==> src/drs_pkg.sv <==
// Purpose: shared constants for the drive reference shaping block
// Assumes: speeds in rpm, torques in tenths of a percent
// Notes: selector codes are the operator-visible values
package drs_pkg;
  localparam int SPD_W = 16;
  localparam int TRQ_W = 16;
  localparam int SKIP_N = 3;
  localparam logic [15:0] SPEED_SET_MAX = 16'hEA60;
  localparam logic [15:0] HALF_WIDTH_MAX = 16'h02EE;
  localparam logic [15:0] HALF_WIDTH_RST = 16'h0000;
  localparam logic [15:0] SKIP_ONE_RST = 16'h0258;
  localparam logic [15:0] SKIP_TWO_RST = 16'h0384;
  localparam logic [15:0] SKIP_THREE_RST = 16'h04B0;
  localparam logic [15:0] JOG_RST = 16'h0096;
  localparam logic signed [15:0] TRQ_POS_MAX = 16'sh0FA0;
  localparam logic signed [15:0] TRQ_NEG_MAX = -16'sh0FA0;
  localparam logic signed [15:0] PANEL_TRQ_RST = 16'sh0000;
  localparam logic signed [15:0] TRQ_UPPER_RST = 16'sh0FA0;
  localparam logic signed [15:0] TRQ_LOWER_RST = 16'sh0000;
  localparam logic [2:0] CTRL_TYPE_VECTOR_ENC = 3'h2;
  localparam logic [1:0] CTRL_MODE_TORQUE = 2'h1;
  localparam logic [1:0] SRC_PANEL = 2'h0;
  localparam logic [1:0] SRC_ANALOG = 2'h1;
  localparam logic [1:0] SRC_FREQ = 2'h2;
  localparam logic [4:0] AI_SEL_MAX = 5'h1E;
  localparam logic [4:0] AI_SLOT_BASE = 5'h03;
  localparam logic [1:0] AI_UNUSED_POS = 2'h3;
  localparam int AI_CODES = 31;
  localparam logic [1:0] FI_OFF = 2'h0;
  localparam logic [1:0] FI_FIVE = 2'h1;
  localparam logic [1:0] FI_SIX = 2'h2;
  localparam int CLK_MHZ = 25;
  localparam int CTRL_PERIOD_NS = 1000;
  localparam int CTRL_CYCLES = (CTRL_PERIOD_NS * CLK_MHZ + 999) / 1000;
endpackage

==> src/drs_reference_shaping.sv <==
// Purpose: speed and torque reference conditioning for a motor drive
// Assumes: all inputs come from logic on clk; settings load on cfg_load
// Notes: speed and torque references update once per control cycle (ctrl_tick); selectors update on load only while motor_stopped
`timescale 1ns/1ns
module drs_reference_shaping
  import drs_pkg::*;
#(
  parameter int CYCLE_CLKS = CTRL_CYCLES
)
(
  input wire logic clk,
  input wire logic arst_n,
  input wire logic cfg_load,
  input wire logic motor_stopped,
  input wire logic [SPD_W-1:0] cfg_skip_one,
  input wire logic [SPD_W-1:0] cfg_skip_two,
  input wire logic [SPD_W-1:0] cfg_skip_three,
  input wire logic [SPD_W-1:0] cfg_half_width,
  input wire logic [SPD_W-1:0] cfg_jog_ref,
  input wire logic signed [TRQ_W-1:0] cfg_panel_torque,
  input wire logic [TRQ_W-1:0] cfg_torque_upper,
  input wire logic [TRQ_W-1:0] cfg_torque_lower,
  input wire logic [1:0] cfg_torque_source,
  input wire logic [4:0] cfg_torque_analog,
  input wire logic [1:0] cfg_torque_freq,
  input wire logic [2:0] control_type_sel,
  input wire logic [1:0] control_mode_sel,
  input wire logic [SPD_W-1:0] speed_min,
  input wire logic [SPD_W-1:0] speed_max,
  input wire logic [SPD_W-1:0] accel_step,
  input wire logic run_cmd,
  input wire logic jog_cmd,
  input wire logic [SPD_W-1:0] speed_ref_in,
  input wire logic [AI_CODES*TRQ_W-1:0] analog_in,
  input wire logic signed [TRQ_W-1:0] freq_input_five,
  input wire logic signed [TRQ_W-1:0] freq_input_six,
  output logic ctrl_tick,
  output logic [SPD_W-1:0] speed_ref_q,
  output logic signed [TRQ_W-1:0] torque_ref_q,
  output logic torque_active_q,
  output logic [1:0] torque_source_sel,
  output logic [4:0] torque_analog_sel,
  output logic [1:0] torque_freq_sel
);
  logic [SPD_W-1:0] skip_one_q;
  logic [SPD_W-1:0] skip_two_q;
  logic [SPD_W-1:0] skip_speed_third;
  logic [SPD_W-1:0] skip_half_width;
  logic [SPD_W-1:0] jog_speed_ref;
  logic signed [TRQ_W-1:0] panel_torque_ref;
  logic signed [TRQ_W-1:0] torque_upper_limit;
  logic signed [TRQ_W-1:0] torque_lower_limit;
  logic [15:0] div_q;

  // control cycle enable
  assign ctrl_tick = (div_q == 16'(CYCLE_CLKS - 1));

  always_ff @(posedge clk or negedge arst_n)
  begin
    if (!arst_n)
      div_q <= 16'h0000;
    else if (ctrl_tick)
      div_q <= 16'h0000;
    else
      div_q <= div_q + 16'h0001;
  end

  // settings: out-of-range speeds and torques saturate on load
  wire logic [SPD_W-1:0] ld_one = (cfg_skip_one > SPEED_SET_MAX) ? SPEED_SET_MAX : cfg_skip_one;
  wire logic [SPD_W-1:0] ld_two = (cfg_skip_two > SPEED_SET_MAX) ? SPEED_SET_MAX : cfg_skip_two;
  wire logic [SPD_W-1:0] ld_three = (cfg_skip_three > SPEED_SET_MAX) ? SPEED_SET_MAX : cfg_skip_three;
  wire logic [SPD_W-1:0] ld_half = (cfg_half_width > HALF_WIDTH_MAX) ? HALF_WIDTH_MAX : cfg_half_width;
  wire logic [SPD_W-1:0] ld_jog = (cfg_jog_ref > SPEED_SET_MAX) ? SPEED_SET_MAX : cfg_jog_ref;
  wire logic signed [TRQ_W-1:0] ld_panel = (cfg_panel_torque > TRQ_POS_MAX) ? TRQ_POS_MAX :
                                         (cfg_panel_torque < TRQ_NEG_MAX) ? TRQ_NEG_MAX : cfg_panel_torque;
  wire logic signed [TRQ_W-1:0] ld_upper = (cfg_torque_upper > TRQ_POS_MAX) ? TRQ_POS_MAX : cfg_torque_upper;
  wire logic signed [TRQ_W-1:0] ld_lower = (cfg_torque_lower > TRQ_POS_MAX) ? TRQ_POS_MAX : cfg_torque_lower;
  // selectors only move while stopped; an illegal code is dropped
  wire logic sel_load = cfg_load && motor_stopped;
  wire logic src_ok = (cfg_torque_source <= SRC_FREQ);
  wire logic ai_ok = (cfg_torque_analog <= AI_SEL_MAX);
  wire logic fi_ok = (cfg_torque_freq <= FI_SIX);

  always_ff @(posedge clk or negedge arst_n)
  begin
    if (!arst_n)
    begin
      skip_one_q <= SKIP_ONE_RST;
      skip_two_q <= SKIP_TWO_RST;
      skip_speed_third <= SKIP_THREE_RST;
      skip_half_width <= HALF_WIDTH_RST;
      jog_speed_ref <= JOG_RST;
      panel_torque_ref <= PANEL_TRQ_RST;
      torque_upper_limit <= TRQ_UPPER_RST;
      torque_lower_limit <= TRQ_LOWER_RST;
    end
    else if (cfg_load)
    begin
      skip_one_q <= ld_one;
      skip_two_q <= ld_two;
      skip_speed_third <= ld_three;
      skip_half_width <= ld_half;
      jog_speed_ref <= ld_jog;
      panel_torque_ref <= ld_panel;
      torque_upper_limit <= ld_upper;
      torque_lower_limit <= ld_lower;
    end
  end

  always_ff @(posedge clk or negedge arst_n)
  begin
    if (!arst_n)
    begin
      torque_source_sel <= SRC_PANEL;
      torque_analog_sel <= 5'h00;
      torque_freq_sel <= FI_OFF;
    end
    else if (sel_load)
    begin
      if (src_ok)
        torque_source_sel <= cfg_torque_source;
      if (ai_ok)
        torque_analog_sel <= cfg_torque_analog;
      if (fi_ok)
        torque_freq_sel <= cfg_torque_freq;
    end
  end

  // analog code decode: fourth position of each slot is unused
  wire logic [4:0] ai_rel = torque_analog_sel - AI_SLOT_BASE;
  wire logic ai_valid = (torque_analog_sel != 5'h00) &&
                        ((torque_analog_sel < AI_SLOT_BASE) || (ai_rel[1:0] != AI_UNUSED_POS));
  wire logic signed [TRQ_W-1:0] ai_value = ai_valid ? analog_in[torque_analog_sel * TRQ_W +: TRQ_W] : '0;
  wire logic signed [TRQ_W-1:0] fi_value = (torque_freq_sel == FI_FIVE) ? freq_input_five :
                                           (torque_freq_sel == FI_SIX) ? freq_input_six : '0;
  wire logic signed [TRQ_W-1:0] trq_sel = (torque_source_sel == SRC_ANALOG) ? ai_value :
                                          (torque_source_sel == SRC_FREQ) ? fi_value : panel_torque_ref;
  // upper limit is applied last so it wins if the limits cross
  wire logic signed [TRQ_W-1:0] trq_lo = (trq_sel < torque_lower_limit) ? torque_lower_limit : trq_sel;
  wire logic signed [TRQ_W-1:0] trq_clamped = (trq_lo > torque_upper_limit) ? torque_upper_limit : trq_lo;
  wire logic trq_mode_ok = (control_type_sel == CTRL_TYPE_VECTOR_ENC) &&
                           (control_mode_sel == CTRL_MODE_TORQUE);

  // speed target: run owns the reference, jog only while run is low
  wire logic jog_active = jog_cmd && !run_cmd;
  wire logic [SPD_W-1:0] target_sel = run_cmd ? speed_ref_in : (jog_active ? jog_speed_ref : '0);
  logic [SPD_W-1:0] target_skip;

  drs_skip_band u_skip (
    .skip_speed({skip_speed_third, skip_two_q, skip_one_q}),
    .half_width(skip_half_width),
    .speed_min(speed_min),
    .speed_max(speed_max),
    .ref_in(target_sel),
    .ref_out(target_skip)
  );

  // ramp: a zero step would freeze the output, so it moves at least 1 rpm
  wire logic [SPD_W-1:0] step = (accel_step == '0) ? 16'h0001 : accel_step;
  wire logic [SPD_W-1:0] gap_up = target_skip - speed_ref_q;
  wire logic [SPD_W-1:0] gap_dn = speed_ref_q - target_skip;
  wire logic [SPD_W-1:0] speed_d = (target_skip > speed_ref_q) ? ((gap_up > step) ? speed_ref_q + step : target_skip) :
                                   ((gap_dn > step) ? speed_ref_q - step : target_skip);

  always_ff @(posedge clk or negedge arst_n)
  begin
    if (!arst_n)
    begin
      speed_ref_q <= 16'h0000;
      torque_ref_q <= 16'sh0000;
      torque_active_q <= 1'b0;
    end
    else if (ctrl_tick)
    begin
      speed_ref_q <= speed_d;
      torque_ref_q <= trq_mode_ok ? trq_clamped : 16'sh0000;
      torque_active_q <= trq_mode_ok;
    end
  end

  wire logic [SPD_W-1:0] ramp_move = (speed_d > speed_ref_q) ? speed_d - speed_ref_q : speed_ref_q - speed_d;
endmodule

==> src/drs_skip_band.sv <==
// Purpose: skip band substitution on a speed reference
// Assumes: combinational, evaluated inside the owner's control cycle
// Notes: two merge passes are enough to chain three bands
`timescale 1ns/1ns
module drs_skip_band
  import drs_pkg::*;
(
  input wire logic [SKIP_N-1:0][SPD_W-1:0] skip_speed,
  input wire logic [SPD_W-1:0] half_width,
  input wire logic [SPD_W-1:0] speed_min,
  input wire logic [SPD_W-1:0] speed_max,
  input wire logic [SPD_W-1:0] ref_in,
  output logic [SPD_W-1:0] ref_out
);
  logic [SKIP_N-1:0][SPD_W-1:0] band_lo;
  logic [SKIP_N-1:0][SPD_W-1:0] band_hi;
  logic hit;
  logic [SPD_W-1:0] m_lo;
  logic [SPD_W-1:0] m_hi;

  for (genvar i = 0; i < SKIP_N; i++)
  begin : g_band
    wire logic [SPD_W:0] raw_hi = {1'b0, skip_speed[i]} + {1'b0, half_width};
    wire logic [SPD_W-1:0] raw_lo = (skip_speed[i] < half_width) ? '0 : skip_speed[i] - half_width;
    assign band_lo[i] = (raw_lo < speed_min) ? speed_min : raw_lo;
    assign band_hi[i] = (raw_hi > {1'b0, speed_max}) ? speed_max : raw_hi[SPD_W-1:0];
  end

  always_comb
  begin
    hit = 1'b0;
    m_lo = ref_in;
    m_hi = ref_in;
    for (int i = 0; i < SKIP_N; i++)
    begin
      if (!hit && ref_in >= band_lo[i] && ref_in <= band_hi[i])
      begin
        hit = 1'b1;
        m_lo = band_lo[i];
        m_hi = band_hi[i];
      end
    end
    // grow the hit band by every band that touches it
    for (int p = 0; p < SKIP_N - 1; p++)
    begin
      for (int j = 0; j < SKIP_N; j++)
      begin
        if (hit && band_lo[j] <= m_hi && band_hi[j] >= m_lo)
        begin
          if (band_lo[j] < m_lo)
            m_lo = band_lo[j];
          if (band_hi[j] > m_hi)
            m_hi = band_hi[j];
        end
      end
    end
  end

  assign ref_out = (half_width == '0) ? ref_in : (hit ? m_lo : ref_in);
endmodule

==> config.mk <==
export PLATFORM = sky130hd
export DESIGN_NAME = drs_reference_shaping
export DESIGN_NICKNAME = d
export VERILOG_FILES = /design/src/drs_pkg.sv /design/src/drs_reference_shaping.sv /design/src/drs_skip_band.sv
export SDC_FILE = /design/constraint.sdc
export NUM_CORES = 2
export LEC_CHECK = 0
export BUFFER_PORTS_ARGS = -buffer_cell sky130_fd_sc_hd__buf_2
export CAP_MARGIN = 20
export CORE_UTILIZATION = 35
export DETAILED_ROUTE_END_ITERATION = 10
export PLACE_DENSITY = 0.55
export SKIP_LAST_GASP = 1
export SYNTH_ARGS = -nofsm -noshare
export SYNTH_HDL_FRONTEND = slang
export SYNTH_SLANG_ARGS = --single-unit
==> constraint.sdc <==
create_clock -name clk -period 40.2 [get_ports clk]
set_input_delay 12.06 -clock clk [delete_from_list [all_inputs] [get_ports clk]]
set_output_delay 12.06 -clock clk [all_outputs]
set_load 0.01 [all_outputs]
==> run_results.csv <==
group,metric,value,unit
drt,drt_iter0_drc,5429,
final_layout,layout_common_cells,"933 x buf_4, 781 x buf_2, 719 x ha_1",
timing,period_minus_slack,39.47,ns
min_path,hp-class,"reg2reg",
final_layout,fill_cells,10800,
worst_setup_path,crit_arrival,39.90,ns
worst_setup_path,critical_path.most_common_cell,"a21o_1",
synth,ys_async_sr_fraction,100,%
floorplanning,start_util,35.3,%
min_path,holdPathStages,2,
global_routing,grt_pass1_wl,335000,µm
worst_setup_path,start_kind,"primary input",
flow_run,drv_cap,0,
worst_setup_path,crit_cells,166,
min_path,min_to,"torque_ref_q[11]",
clocking,cts-buffers-inserted,17,
worst_setup_path,r2r-start,"skip_half_width[1]",
worst_setup_path,timing.critical_path.buf_inv,29,
timing,worst_slack,0.730,ns
drt,post_drt_wl_per_cell,32.2,µm
worst_setup_path,r2r_end,"speed_ref_q[13]",
drt,detail-route-antenna-nets,0,
drt,avgViaCountPerCell,5.99,
worst_setup_path,slowest_delay,0.61,ns
timing,slew_headroom,7.22,%
clocking,cts_root_buffer,"clkbuf_16",
drt,firstDrtPassIters,6,
placed_design,hpwl,219000,µm
worst_setup_path,regToRegSetupSlack,8.07,ns
worst_setup_path,worstPathRequired,40.63,ns
timing,worst_hold_slack,0.481,ns
clocking,cts_tree,"done",
worst_setup_path,cp_slowest_cell,"or4b_4",
synth,syn_avg_cell_area,8.14,µm²
worst_setup_path,worstSetupPathType,"in2reg",
drt,drt_wl_total,251000,µm
synth,synth_nets,6218,
global_routing,grt_pass1_vias,42900,
timing,slew_viol_final,0,
clocking,htreeDepth,4,
clocking,clkSinkCount,186,
floorplanning,io_pins,783,
final_layout,ff_latch_area,4690,µm²
synth,synth_cell_type_count,113,
synth,synth_cells,4725,
floorplanning,die_area,111000,µm²
global_routing,grtUsageTotal,43.2,%
timing,tightestPinTransition,1.39,ns
min_path,hold_start,"torque_ref_q[11]",
synth,synth_top_cell_area_share,24.2,%
floorplanning,fp.dieH,333,µm
final_layout,instances_no_fill,7781,
clocking,clk_pin_slew,0.08,ns
worst_setup_path,path_delay_family,"compound AO/OA/AOI/OAI gates",
synth,yosysSeqAreaShare,12.2,%
synth,synth_area,38500,µm²
drt,vias,46600,
clocking,clock_latency,0.51,ns
synth,ys_warn_count,0,
placed_design,gp_congestion,1.13,
synth,ys_ff_latch,186,
global_routing,grt-ovfl-total,0,
clocking,ctsHoldBuffers,0,
timing,finClkSkew,0.00993,ns
global_routing,antenna_found_initial,109,
clocking,cts_buffer_depth,2,
synth,synth_edf_count,0,
synth,yosysTopAreaCell,"ha_1",
final_layout,drive_gt1_share,37.7,%
final_layout,multi_input_area,32900,µm²
worst_setup_path,worstPathMaxFanout,11,
placed_design,port-buffer-count,782,
synth,synth_top_flop_cell,"dfrtp_1",
floorplanning,fp-row-count,121,
worst_setup_path,reg2reg_depth,184,
final_layout,final_common_cell,"buf_4",
placed_design,dp.cells,7629,
floorplanning,dieWidth,333,µm
timing,min_period_over_period,98.2,%
final_layout,syn_to_final_growth,39.0,%
placed_design,placed_area,50500,µm²
global_routing,grt_max_degree,84,
final_layout,final_area,53500,µm²
final_layout,fin_nets,7808,
timing,finalHoldViolations,0,
drt,drc_errors,0,
worst_setup_path,worstSetupEndpointType,"flop",
synth,synthTopCellsByArea,"ha_1 24%, dfrtp_1 11%, mux4_2 8.2%",
timing,fmax,25.3,MHz
outcome,status,"completed",
floorplanning,core,109000,µm²
placed_design,post-place-ws,-1.38,ns
timing,setup_viol,0,
==> cells in the mapped netlist (55+ instances only) <==
master and count:
ha_1 744, a21oi_1 433, nor2_1 401, inv_1 378, o21ai_0 328, nand2_1 300
a21o_1 167, dfrtp_1 164, mux4_2 140, clkbuf_1 128, mux2_2 100, nand4_1 98
nor2b_1 91, nand3_1 88, xnor2_1 87, mux2i_1 84, nand2b_1 84, nor3_1 75
o21bai_1 55
==> state kept, by name (all words and copies together) (netlist names) <==
signal and flops:
torque_ref_q 16, skip_two_q 16, skip_one_q 16, torque_lower_limit 16, panel_torque_ref 16, torque_active_q 1, torque_source_sel 2, torque_freq_sel 2
jog_speed_ref 16, skip_speed_third 16, skip_half_width 16, speed_ref_q 16, div_q 16, torque_analog_sel 5, torque_upper_limit 16
==> stage by stage <==
step,util (%),TNS (ns)
after floorplan,-,0
after global placement,46.4,-19.36
after detailed placement,46.4,-21.43
after CTS,47.2,0
after global routing,49.1,-5.44
final,49.1,0
==> worst reg2reg max path, delay by kind of cell (launching register included) <==
family | cells | cell delay [ns]
XOR/XNOR | 1 | 0.60
AND/OR/NAND/NOR | 54 | 7.77
adder cells (fa/ha/maj) | 11 | 3.10
AO/OA/AOI/OAI | 79 | 13.29
buffers and inverters | 33 | 4.82
multiplexers | 6 | 1.79
flip-flops | 1 | 0.67
==> per-layer routing <==
layer | wire, µm | vias up | track usage, %
met5 | 355 | - | 0
met4 | 19600 | 62 | 29.2
met2 | 99800 | 2767 | 60.2
met1 | 99800 | 22400 | 55.8
met3 | 31400 | 617 | 14.8
li1 | - | 20800 | -
==> how the worst max path moves through the flow <==
stage	startpoint	endpoint	slack, ns
final	speed_max[13]	speed_ref_q[13]	0.73
after global routing	speed_max[13]	speed_ref_q[12]	-0.40
after CTS	speed_min[9]	speed_ref_q[9]	0.002
after detailed placement	speed_min[9]	speed_ref_q[12]	-1.38
after global placement	speed_min[5]	speed_ref_q[9]	-1.26
after floorplan	speed_max[6]	speed_ref_q[10]	0.001
==> final cells by class <==
| class | instances | share of cell area, % |
|---|---|---|
| repair buffers | 1780 | 22.4 |
| diodes | 39 | 0.183 |
| clock inverters | 13 | 0.253 |
| flip-flops and latches | 186 | 8.78 |
| multi-input cells | 3946 | 61.6 |
| inverters | 384 | 2.72 |
| well taps | 1414 | 3.31 |
| clock buffers | 19 | 0.810 |
==> timing repair <==
| item | 4_1_cts | 5_1_grt |
|---|---|---|
| buffers inserted | 17 | 55 |
| setup endpoints to repair | 16 | 16 |
| gates resized for setup | 47 | 344 |
| pin swaps | 18 | 157 |
| hold endpoints to repair | 0 | 0 |
| cloned | 1 | 6 |
==> kinds of logic (layout without fill, tap and decap cells) <==
group / count (synthesis) / in the layout / share of synthesized area (%)
buffers and inverters: 595 / 2196 / 6.09
and+or+nand+nor: 1304 / 1304 / 16.6
xor gates and xnor gates: 128 / 128 / 2.91
adders and majority gates: 755 / 755 / 24.7
AOI/OAI and AO/OA: 1424 / 1426 / 23.8
other: 0 / 39 / 0
DFF: 186 / 186 / 12.2
muxes: 333 / 333 / 13.7
Power is not shown: default switching activity piles up to over one toggle a cycle in this logic, so the estimate is an artifact.
